--- src/shared/acp_pkg.sv ---
// Constants, field layouts and carrier types for the comparator pair control block.
// Assumes one system clock domain; the analog comparators sit outside and deliver raw levels.
package acp_pkg;
   // ==================================================================
   // Register offsets.
   localparam logic [7:0] ACP_OFF_CMP0_CFG = 8'h00;
   localparam logic [7:0] ACP_OFF_CMP1_CFG = 8'h01;
   localparam logic [7:0] ACP_OFF_CMP0_NEG = 8'h02;
   localparam logic [7:0] ACP_OFF_CMP1_NEG = 8'h03;
   localparam logic [7:0] ACP_OFF_ROUTE = 8'h04;
   localparam logic [7:0] ACP_OFF_SCALER = 8'h05;
   localparam logic [7:0] ACP_OFF_WINDOW = 8'h06;
   localparam logic [7:0] ACP_OFF_STATUS = 8'h07;
   localparam logic [7:0] ACP_OFF_CURRENT = 8'h08;
   localparam logic [7:0] ACP_OFF_TRIM = 8'h09;
   // ==================================================================
   // Field positions.
   localparam int ACP_CFG_MODE_LSB = 6;
   localparam int ACP_CFG_LEVEL_LSB = 4;
   localparam int ACP_WIN_EN_BIT = 4;
   localparam int ACP_WIN_MODE_LSB = 2;
   localparam int ACP_WIN_LEVEL_LSB = 0;
   localparam int ACP_ST_POS_LSB = 6;
   localparam int ACP_ST_LVL1_BIT = 5;
   localparam int ACP_ST_LVL0_BIT = 4;
   localparam int ACP_FLAG_WIN = 2;
   localparam int ACP_FLAG_CMP1 = 1;
   localparam int ACP_FLAG_CMP0 = 0;
   localparam int ACP_CUR_EN_BIT = 7;
   // Writable-bit masks; reserved bits are dropped and read as zero.
   localparam logic [7:0] ACP_MASK_CFG = 8'hf0;
   localparam logic [7:0] ACP_MASK_NEG = 8'h07;
   localparam logic [7:0] ACP_MASK_ROUTE = 8'h03;
   localparam logic [7:0] ACP_MASK_SCALER = 8'h3f;
   localparam logic [7:0] ACP_MASK_WINDOW = 8'h1f;
   localparam logic [7:0] ACP_MASK_CURRENT = 8'h83;
   localparam logic [7:0] ACP_MASK_TRIM = 8'h0f;
   localparam logic [7:0] ACP_REG_RST = 8'h00;
   localparam int ACP_SYNC_STAGES = 3;
   // ==================================================================
   // Encodings.
   typedef enum logic [1:0] {ACP_EDGE_BOTH, ACP_EDGE_RSVD, ACP_EDGE_FALL, ACP_EDGE_RISE} acp_edge_e;
   typedef enum logic [1:0] {ACP_WIN_ABOVE, ACP_WIN_INSIDE, ACP_WIN_BELOW, ACP_WIN_OUTSIDE} acp_win_e;
   localparam logic [2:0] ACP_NEG_BANDGAP = 3'h6;
   localparam logic [2:0] ACP_NEG_SCALER = 3'h7;
   localparam logic [2:0] ACP_NEG_RSVD = 3'h5;
   // Decoded negative-input selection.
   typedef struct packed {
      logic [7:0] pin;
      logic bandgap;
      logic scaler;
   } acp_neg_s;
   // Pin drive for a comparator output.
   typedef struct packed {
      logic oe;
      logic val;
   } acp_pin_s;
endpackage : acp_pkg

--- src/design/acp_top.sv ---
// Control and status logic for a pair of analog comparators on one port.
// Assumes raw comparator levels arrive asynchronously and that bus strobes are one cycle long.
//
// Functional notes
// - Negative select decodes 000..100 to pins 0,1,3,5,7; 110 bandgap, 111 scaler; 101 reserved.
// - Pin drive bit one puts comparator one's result on port pin 6.
// - Pin drive bit zero puts comparator zero's result on port pin 7.
// - Six-bit scaler code sets scaler level to supply times code plus one over 64.
// - Window enable makes both comparators work together as a window comparator.
// - Window mode picks the flag condition: above, inside, below, outside.
// - Nonzero window level enables the window interrupt and sets its priority.
// - While window mode is on, the position field reports above, inside or below.
// - Status bits 5 and 4 show the present levels of comparators one and zero.
// - Window flag sets when the condition chosen by the window mode occurs.
// - Window flag clears when its interrupt vector is serviced.
// - Writing one to a flag clears it; writing zero leaves it.
// - Each comparator flag sets when its output edge matches its edge mode.
// - Comparator one flag clears when its interrupt vector is serviced.
// - Comparator zero flag clears when its interrupt vector is serviced.
// - Current control bit 7 switches the constant current source on.
// - Comparator one route bit sends current to comparator one's selected pin.
// - Comparator zero route bit sends current to comparator zero's selected pin.
// - Edge mode: 00 either edge, 01 reserved, 10 falling, 11 rising.
// - A comparator result is one when its positive input exceeds its negative.
//
// Implementation choice: strobed register access.
`timescale 1ns/1ps
`default_nettype none
module acp_top
   import acp_pkg::*;
#(
   parameter int ADDR_W = 8 // Register address width.
) (
   input wire logic sys_clk, // System clock, 250 MHz.
   input wire logic resetn, // Asynchronous reset, active low.
   input wire logic [ADDR_W-1:0] reg_addr, // Register address.
   input wire logic [7:0] reg_wdata, // Write data.
   input wire logic reg_wr, // Write strobe.
   input wire logic reg_rd, // Read strobe.
   output logic [7:0] reg_rdata, // Read data, valid the cycle after a read.
   input wire logic cmp0_raw, // Comparator zero analog result.
   input wire logic cmp1_raw, // Comparator one analog result.
   input wire logic cmp0_vec_ack, // Comparator zero vector serviced pulse.
   input wire logic cmp1_vec_ack, // Comparator one vector serviced pulse.
   input wire logic win_vec_ack, // Window vector serviced pulse.
   output acp_pin_s pin6_drive, // Comparator one output on port pin 6.
   output acp_pin_s pin7_drive, // Comparator zero output on port pin 7.
   output acp_neg_s cmp0_neg_sel, // Comparator zero negative input.
   output acp_neg_s cmp1_neg_sel, // Comparator one negative input.
   output logic [5:0] scaler_code, // Supply scaler code.
   output logic [6:0] scaler_steps, // Scaler numerator, code plus one.
   output logic window_enable, // Window mode on.
   output logic current_on, // Constant current source on.
   output logic [7:0] current_pin_en, // Pins receiving the current source.
   output logic [3:0] current_trim, // Current source trim.
   output logic irq_cmp0, // Comparator zero interrupt request.
   output logic irq_cmp1, // Comparator one interrupt request.
   output logic irq_window, // Window interrupt request.
   output logic [1:0] irq_cmp0_level, // Comparator zero priority level.
   output logic [1:0] irq_cmp1_level, // Comparator one priority level.
   output logic [1:0] irq_window_level // Window priority level.
);
   // ==================================================================
   // Elaboration checks.
   if (ADDR_W < 4) begin : g_bad_addr
      $error("acp_top: ADDR_W must be at least 4");
   end

   // ==================================================================
   // State.
   typedef struct packed {
      logic [7:0] cfg0;
      logic [7:0] cfg1;
      logic [2:0] neg0;
      logic [2:0] neg1;
      logic [1:0] route;
      logic [5:0] scaler;
      logic [4:0] winctl;
      logic [2:0] flags;
      logic [7:0] curctl;
      logic [3:0] trim;
      logic [ACP_SYNC_STAGES-1:0] sync0;
      logic [ACP_SYNC_STAGES-1:0] sync1;
      logic lvl0;
      logic lvl1;
      logic [1:0] pos;
      logic [7:0] rdata;
      acp_pin_s pin6;
      acp_pin_s pin7;
      acp_neg_s dec0;
      acp_neg_s dec1;
      logic [6:0] steps;
      logic [7:0] cur_pins;
      logic [2:0] irq;
   } acp_state_s;

   acp_state_s st_reg;
   acp_state_s st_next;

   // ==================================================================
   // Helpers.
   // Negative input decode, used for both comparators.
   function automatic acp_neg_s acp_decode_neg(input logic [2:0] sel);
      acp_neg_s d;
      d = '0;
      case (sel)
         3'h0: d.pin = 8'h01;
         3'h1: d.pin = 8'h02;
         3'h2: d.pin = 8'h08;
         3'h3: d.pin = 8'h20;
         3'h4: d.pin = 8'h80;
         ACP_NEG_BANDGAP: d.bandgap = 1'b1;
         ACP_NEG_SCALER: d.scaler = 1'b1;
         default: d = '0;
      endcase
      return d;
   endfunction : acp_decode_neg

   // Edge match against a comparator's edge mode.
   function automatic logic acp_edge_hit(input logic [1:0] mode, input logic old_l,
                                         input logic new_l);
      logic hit;
      hit = 1'b0;
      case (acp_edge_e'(mode))
         ACP_EDGE_BOTH: hit = old_l != new_l;
         ACP_EDGE_FALL: hit = old_l && !new_l;
         ACP_EDGE_RISE: hit = !old_l && new_l;
         default: hit = 1'b0;
      endcase
      return hit;
   endfunction : acp_edge_hit

   // Window position: comparator zero watches the top threshold, one the bottom.
   function automatic logic [1:0] acp_position(input logic l0, input logic l1);
      logic [1:0] p;
      p = ACP_WIN_BELOW;
      if (l0) begin
         p = ACP_WIN_ABOVE;
      end else if (l1) begin
         p = ACP_WIN_INSIDE;
      end
      return p;
   endfunction : acp_position

   // Address match at the bus width.
   function automatic logic acp_hit(input logic [ADDR_W-1:0] a, input logic [7:0] off);
      return a == ADDR_W'(off);
   endfunction : acp_hit

   // ==================================================================
   // Next-state logic.
   // Levels are accepted only once the last two synchroniser stages agree, so a glitch
   // shorter than a clock never makes an edge; the trade is three to four cycles of latency.
   always_comb begin
      logic [2:0] set_f;
      logic [2:0] clr_f;
      logic [1:0] pos_new;
      logic win_on;
      logic win_hit;
      logic st_wr;
      set_f = '0;
      clr_f = '0;
      pos_new = '0;
      win_on = 1'b0;
      win_hit = 1'b0;
      st_wr = 1'b0;
      st_next = st_reg;

      // Synchronisers and stable levels.
      st_next.sync0 = {st_reg.sync0[ACP_SYNC_STAGES-2:0], cmp0_raw};
      st_next.sync1 = {st_reg.sync1[ACP_SYNC_STAGES-2:0], cmp1_raw};
      if (st_reg.sync0[2] == st_reg.sync0[1]) begin
         st_next.lvl0 = st_reg.sync0[2];
      end
      if (st_reg.sync1[2] == st_reg.sync1[1]) begin
         st_next.lvl1 = st_reg.sync1[2];
      end

      // Register writes; reserved bits are masked off.
      if (reg_wr) begin
         if (acp_hit(reg_addr, ACP_OFF_CMP0_CFG)) begin
            st_next.cfg0 = reg_wdata & ACP_MASK_CFG;
         end
         if (acp_hit(reg_addr, ACP_OFF_CMP1_CFG)) begin
            st_next.cfg1 = reg_wdata & ACP_MASK_CFG;
         end
         if (acp_hit(reg_addr, ACP_OFF_CMP0_NEG)) begin
            st_next.neg0 = reg_wdata[2:0];
         end
         if (acp_hit(reg_addr, ACP_OFF_CMP1_NEG)) begin
            st_next.neg1 = reg_wdata[2:0];
         end
         if (acp_hit(reg_addr, ACP_OFF_ROUTE)) begin
            st_next.route = reg_wdata[1:0];
         end
         if (acp_hit(reg_addr, ACP_OFF_SCALER)) begin
            st_next.scaler = reg_wdata[5:0];
         end
         if (acp_hit(reg_addr, ACP_OFF_WINDOW)) begin
            st_next.winctl = reg_wdata[4:0];
         end
         if (acp_hit(reg_addr, ACP_OFF_CURRENT)) begin
            st_next.curctl = reg_wdata & ACP_MASK_CURRENT;
         end
         if (acp_hit(reg_addr, ACP_OFF_TRIM)) begin
            st_next.trim = reg_wdata[3:0];
         end
         st_wr = acp_hit(reg_addr, ACP_OFF_STATUS);
      end

      // Edge flags.
      set_f[ACP_FLAG_CMP0] = acp_edge_hit(st_reg.cfg0[7:6], st_reg.lvl0, st_next.lvl0);
      set_f[ACP_FLAG_CMP1] = acp_edge_hit(st_reg.cfg1[7:6], st_reg.lvl1, st_next.lvl1);

      // Window condition is an entry event into the chosen region.
      win_on = st_reg.winctl[ACP_WIN_EN_BIT];
      pos_new = acp_position(st_next.lvl0, st_next.lvl1);
      st_next.pos = pos_new;
      if (pos_new != st_reg.pos) begin
         case (acp_win_e'(st_reg.winctl[3:2]))
            ACP_WIN_ABOVE: win_hit = pos_new == ACP_WIN_ABOVE;
            ACP_WIN_INSIDE: win_hit = pos_new == ACP_WIN_INSIDE;
            ACP_WIN_BELOW: win_hit = pos_new == ACP_WIN_BELOW;
            ACP_WIN_OUTSIDE: win_hit = st_reg.pos == ACP_WIN_INSIDE;
            default: win_hit = 1'b0;
         endcase
      end
      set_f[ACP_FLAG_WIN] = win_on && win_hit;

      // Clears by write-one or vector service; a set in the same cycle wins.
      clr_f = st_wr ? reg_wdata[2:0] : 3'h0;
      clr_f[ACP_FLAG_CMP0] = clr_f[ACP_FLAG_CMP0] | cmp0_vec_ack;
      clr_f[ACP_FLAG_CMP1] = clr_f[ACP_FLAG_CMP1] | cmp1_vec_ack;
      clr_f[ACP_FLAG_WIN] = clr_f[ACP_FLAG_WIN] | win_vec_ack;
      st_next.flags = (st_reg.flags & ~clr_f) | set_f;

      // Read data stands only in the cycle after the read strobe.
      st_next.rdata = 8'h00;
      if (reg_rd) begin
         if (acp_hit(reg_addr, ACP_OFF_CMP0_CFG)) begin
            st_next.rdata = st_reg.cfg0;
         end
         if (acp_hit(reg_addr, ACP_OFF_CMP1_CFG)) begin
            st_next.rdata = st_reg.cfg1;
         end
         if (acp_hit(reg_addr, ACP_OFF_CMP0_NEG)) begin
            st_next.rdata = {5'h00, st_reg.neg0};
         end
         if (acp_hit(reg_addr, ACP_OFF_CMP1_NEG)) begin
            st_next.rdata = {5'h00, st_reg.neg1};
         end
         if (acp_hit(reg_addr, ACP_OFF_ROUTE)) begin
            st_next.rdata = {6'h00, st_reg.route};
         end
         if (acp_hit(reg_addr, ACP_OFF_SCALER)) begin
            st_next.rdata = {2'h0, st_reg.scaler};
         end
         if (acp_hit(reg_addr, ACP_OFF_WINDOW)) begin
            st_next.rdata = {3'h0, st_reg.winctl};
         end
         if (acp_hit(reg_addr, ACP_OFF_STATUS)) begin
            st_next.rdata = {win_on ? st_reg.pos : 2'h0,
                             st_reg.lvl1, st_reg.lvl0, 1'b0, st_reg.flags};
         end
         if (acp_hit(reg_addr, ACP_OFF_CURRENT)) begin
            st_next.rdata = st_reg.curctl;
         end
         if (acp_hit(reg_addr, ACP_OFF_TRIM)) begin
            st_next.rdata = {4'h0, st_reg.trim};
         end
      end

      // Registered outputs, built from the next register values.
      st_next.pin6 = '{oe: st_next.route[1], val: st_next.lvl1};
      st_next.pin7 = '{oe: st_next.route[0], val: st_next.lvl0};
      st_next.dec0 = acp_decode_neg(st_next.neg0);
      st_next.dec1 = acp_decode_neg(st_next.neg1);
      st_next.steps = {1'b0, st_next.scaler} + 7'h01;
      st_next.cur_pins = 8'h00;
      if (st_next.curctl[ACP_CUR_EN_BIT]) begin
         if (st_next.curctl[0]) begin
            st_next.cur_pins = st_next.cur_pins | st_next.dec0.pin;
         end
         if (st_next.curctl[1]) begin
            st_next.cur_pins = st_next.cur_pins | st_next.dec1.pin;
         end
      end
      st_next.irq[ACP_FLAG_CMP0] = st_next.flags[ACP_FLAG_CMP0] && (st_next.cfg0[5:4] != 2'h0);
      st_next.irq[ACP_FLAG_CMP1] = st_next.flags[ACP_FLAG_CMP1] && (st_next.cfg1[5:4] != 2'h0);
      st_next.irq[ACP_FLAG_WIN] = st_next.flags[ACP_FLAG_WIN] && (st_next.winctl[1:0] != 2'h0);
   end

   // ==================================================================
   // State register; everything clears on reset.
   always_ff @(posedge sys_clk or negedge resetn) begin
      if (!resetn) begin
         st_reg <= '0;
      end else begin
         st_reg <= st_next;
      end
   end

   // ==================================================================
   // Output wiring straight from the state register.
   assign reg_rdata = st_reg.rdata;
   assign pin6_drive = st_reg.pin6;
   assign pin7_drive = st_reg.pin7;
   assign cmp0_neg_sel = st_reg.dec0;
   assign cmp1_neg_sel = st_reg.dec1;
   assign scaler_code = st_reg.scaler;
   assign scaler_steps = st_reg.steps;
   assign window_enable = st_reg.winctl[ACP_WIN_EN_BIT];
   assign current_on = st_reg.curctl[ACP_CUR_EN_BIT];
   assign current_pin_en = st_reg.cur_pins;
   assign current_trim = st_reg.trim;
   assign irq_cmp0 = st_reg.irq[ACP_FLAG_CMP0];
   assign irq_cmp1 = st_reg.irq[ACP_FLAG_CMP1];
   assign irq_window = st_reg.irq[ACP_FLAG_WIN];
   assign irq_cmp0_level = st_reg.cfg0[5:4];
   assign irq_cmp1_level = st_reg.cfg1[5:4];
   assign irq_window_level = st_reg.winctl[1:0];
endmodule : acp_top
`default_nettype wire

--- config.mk ---
export PLATFORM = sky130hd
export DESIGN_NAME = acp_top
export DESIGN_NICKNAME = d
export VERILOG_FILES = /design/src/shared/acp_pkg.sv /design/src/design/acp_top.sv
export SDC_FILE = /design/constraint.sdc
export NUM_CORES = 1
export LEC_CHECK = 0
export ABC_AREA = 1
export BUFFER_PORTS_ARGS = -buffer_cell sky130_fd_sc_hd__buf_2
export CORE_ASPECT_RATIO = 0.7
export CORE_UTILIZATION = 30
export CTS_CLUSTER_SIZE = 25
export DETAILED_ROUTE_END_ITERATION = 16
export PLACE_DENSITY_LB_ADDON = 0.25
export SYNTH_ARGS = -nofsm -noshare
export SYNTH_HDL_FRONTEND = slang
export SYNTH_SLANG_ARGS = --single-unit
--- constraint.sdc ---
create_clock -name sys_clk -period 4.31 [get_ports sys_clk]
set_clock_uncertainty 0.05 [all_clocks]
set_input_delay 0.2155 -clock sys_clk [delete_from_list [all_inputs] [get_ports sys_clk]]
set_output_delay 0.2155 -clock sys_clk [all_outputs]
set_load 0.01 [all_outputs]
Word level (Yosys, flattened, before mapping)
Index checks and enable logic that the tools add are counted.

Register bits: 95. Bits of input ports: 25. Output and inout bits: 68.

Add/sub/neg operators: 1. Equal/unequal tests: 36. Muxes and demuxes: 43. Bitwise logic cells: 7. Reductions and logical operators: 26.

Operators by type and width (number): 2-to-1 mux 8 bit (17); one-hot mux 8 bit (5 select lines) (2); 2-to-1 mux 33 bit (1); equality test 8 x 3 -> 1 bit (second input constant) (4); equality test 3 bit (second input constant) (6); equality test 8 x 2 -> 1 bit (second input constant) (2); equality test 8 x 4 -> 1 bit (second input constant) (2); equality test 2 bit (second input constant) (7); equality test 3 x 2 -> 1 bit (second input constant) (4); 2-to-1 mux 12 bit (1); 2-to-1 mux 6 bit (2); 2-to-1 mux 3 bit (3); equality test 8 x 1 -> 1 bit (second input constant) (1); logical AND 1 bit (8); logical NOT 2 bit (4); logical NOT 8 bit (1); 2-to-1 mux 1 bit (8); 2-to-1 mux 2 bit (4); bitwise OR 8 bit (1); AND reduction 2 bit (4); adder 6 x 1 -> 7 bit (second input constant) (1); equality test 2 x 1 -> 1 bit (second input constant) (3); equality test 3 x 1 -> 1 bit (second input constant) (2); logical NOT 3 bit (2); 13 further kinds (23).

Depth between registers and ports, before layout
Depth in word-level cells: 12. Mapped depth: 13.

Worst setup path before layout
No wires, ideal clock.

Path kind: input-to-reg. From: input reg_addr[7]. To: register st_reg (netlist bit scaler_steps[4]). Setup time: 0.079 ns. Arrival: 1.653 ns. Slack: 2.528 ns. Stages on the path: 12. Path through: nor2_2 -> nand2_4 -> nor2_4 -> inv_2 -> nor2_4 -> nand2_2 -> buf_6 -> o21ai_1 -> inv_1 -> ha_1 -> nand3_2 -> xor2_1.

RTL lines: start: declaration (line acp_top.sv:36) `input wire logic [ADDR_W-1:0] reg_addr,`; end signal: assignment (line acp_top.sv:299) `st_reg <= st_next;`; end: declaration (line acp_top.sv:97) `acp_state_s st_reg;`.

==> run summary <==
status: complete, but fails checks
failing checks: hold timing
number of setup buffers added after CTS: 0
Clk pwr share: 0.415
Antenna Violating Nets Remaining: 0
VDD IR max: 0.1509 mV
Crit. End Element: register
core box area: 0.01405 mm²
post-synthesis sequential area ratio: 0.4821
worst flop-to-flop path startpoint: st_next[59]$_DFF_PN0_
remaining global-route overflow: 0
Starting Density: 0.3103
Synth Instances: 492
Switching Fraction: 0.2649
met2 WL post-DR: 4124 µm
# port buffers: 83
top_reg_cell synth: dfrtp_1
Max-Cap Viols: 0
CTS buffer count: 9
final WL: 10730 µm
fillcell total: 1473
YS warnings: 0
wire length on met1: 5796 µm
I/O Pins: 93
syn avg cell area: 8.863 µm²
Clock Latency Late Sink: 340 ps
pwr/cell area: 378.7 mW/mm²
end point of the critical path: irq_cmp0$_DFF_PN0_
largest net degree at the start of global routing: 85
Max-slew headroom: 0.2731
CTS tree: done
CP max stage cell: dfrtp_1
worst path required time: 4540 ps
Max clock buf depth: 2
count of clock tree sinks: 84
Die W: 146.1 µm
Max stage delay on crit path: 390 ps
DR vias/cell: 4.307
number of global-route vias before repair: 3001
H-tree levels: 3
Slew @ Worst Pin: 1090 ps
DR WL/cell: 14.75 µm
Max Slew Vio Count: 0
CTS Root Cell: clkbuf_16
Synth area leader: dfrtp_1
critical path's most frequent cell: o21ai_0
RR Endpoint: irq_cmp0$_DFF_PN0_
Comb power frac: 0.117
CP startpoint: st_next[59]$_DFF_PN0_
drt drc: 0
first-pass GRT wire length: 16760 µm
crit path time final: 1930 ps
Crit path arrival time: 2160 ps
crit-path max FO: 4
setup TNS: 0 ps
# rows: 36
Vias: 3131
Place WS: 2214 ps
share of cells above drive strength 1: 0.2766
reg2reg setup slack: 2380 ps
PostCTS Resize Cnt: 0
First DRT Iteration DRCs: 166
Hold Fails Final Rpt: 1
initial antenna violation count: 1
net switching power: 487.8 µW
worst hold path class: primary input to asynchronous set/reset pin
CTS Hold Bufs: 2
Setup Viol. Count Final: 0
Setup WS post-layout: 2380 ps
Seq pwr share: 0.468
synth cell count leaders: dfrtp_1 (84), nand2_1 (84), inv_1 (71), buf_4 (63), o21ai_0 (33)
Nets: 560
post-DP HPWL: 8186 µm
synth-to-layout area growth: 11.54%
DRT Pass-1 Iters: 4
Top Metal Used: met4
crit start category: register
gr usage total: 0.1509
fmax: 518.1 MHz
number of flip-flops in the largest register: 22
final worst-path cycle share: 0.4479
top-area cell type share of the netlist area: 0.4821
top cell family by delay on the critical path: compound AO/OA/AOI/OAI gates
RSZ-0062 raised after global routing: false
Reg2Reg Depth: 8
post-synth cell types: 38
Crit Path Class: register to register
synthesized cell area: 0.004360 mm²
Async S/R FF share, synth: 1.000
metal3 WL: 650 µm
worst-path cell chain: o21ai_0, inv_1, ha_1, o21ai_0, o221ai_1, o31ai_1, o21ai_0, inv_1
GP Congestion: 0.8839
Fin Hold WS: -6.175 ps
dominant cells by area after synthesis: dfrtp_1 (48%), buf_4 (11%), nand2_1 (7.2%), inv_1 (6.1%), o21ai_0 (3.8%)
Leakage: 0.002584 µW
Pint: 1354 µW
fin util: 0.3461
critical path depth: 8
Clock transition at path regs: 60 ps
synthesis-stage register bit count: 84
EDFF count, synth: 0
die height: 102.9 µm
crit path buf inv count: 2
Die Area: 0.01503 mm²
==> worst reg2reg max path, delay by kind of cell, from the launching register on <==
| kind | cells | cell delay (ps) |
|---|---|---|
| AOI/OAI and AO/OA | 5 | 880 |
| adders and majority gates | 1 | 310 |
| buffers and inverters | 2 | 230 |
| DFF | 1 | 390 |
==> routing by layer <==
| layer | vias to the layer above | global-route usage |
|---|---|---|
| met3 | 14 | 0.04912 |
| met5 | - | 0 |
| met1 | 1460 | 0.2234 |
| met2 | 89 | 0.2035 |
| li1 | 1568 | - |
| met4 | 0 | 0.04968 |
==> placed cells by master (no fill, tap or decap), drive strengths merged <==
cell type,count
ha,5
a31oi,1
or2,1
a21oi,19
dlygate4sd3,2
nand2,93
nor3,6
inv,78
buf,83
nand4,8
nor2,44
xor2,2
mux2,2
dfrtp,84
o221ai,3
o21a,1
diode,2
xnor2,2
nand3b,2
clkinvlp,2
conb,9
clkinv,3
o211ai,1
o21ai,49
clkbuf,10
o31ai,3
o2111ai,4
nand3,17
bufinv,1
==> power groups by stage <==
stage                     sequential (µW)  combinational [µW]  clock [µW]
after floorplan                       867                 162           0
after global placement                875                 213           0
after detailed placement              874                 215           0
after CTS                             861                 218         787
after global routing                  867                 243         822
final                                 861                 215         765
==> per-stage QoR <==
stage	power, µW	instance area, µm²	std cells
2_1_floorplan	1029	4390	500
3_3_place_gp	1088	4546	707
3_5_place_dp	1089	4546	707
4_1_cts	1866	4858	725
5_1_grt	1932	4858	725
6_report	1842	4863	727
==> worst min-delay path by stage <==
stage                     slack (ps)  cells past startpoint                   endpoint
after floorplan                 -130                      0  cmp0_neg_sel[0]$_DFF_PN0_
after global routing              60                      2       st_reg[72]$_DFF_PN0_
final                             -6                      1  cmp0_neg_sel[5]$_DFF_PN0_
after global placement           280                      1      st_next[55]$_DFF_PN0_
after detailed placement         280                      1      st_next[55]$_DFF_PN0_
after CTS                         50                      2       st_reg[72]$_DFF_PN0_
==> kinds of logic (layout without fill, tap and decap cells) <==
kind of cell | after synthesis | after routing | share of synthesized area
buffers and inverters | 144 | 179 | 0.1822
multiplexers | 2 | 2 | 0.005165
flip-flops | 84 | 84 | 0.4821
adder cells (fa/ha/maj) | 5 | 5 | 0.01435
AND/OR/NAND/NOR | 171 | 171 | 0.1905
other | 1 | 11 | 0.0008600
AO/OA/AOI/OAI | 81 | 81 | 0.1168
XOR/XNOR | 4 | 4 | 0.008036
==> final cells by class <==
type | count | area (µm²) | area share
tap | 190 | 237.7 | 0.04888
timing repair buffer | 85 | 437.9 | 0.09004
multi-input combinational | 272 | 1494 | 0.3072
antenna | 2 | 5.005 | 0.001029
clock inverter | 6 | 63.81 | 0.01312
inverter | 78 | 294.0 | 0.06046
sequential | 84 | 2102 | 0.4322
clock buffer | 10 | 229.0 | 0.04708
(Power assumes the default switching activity.)
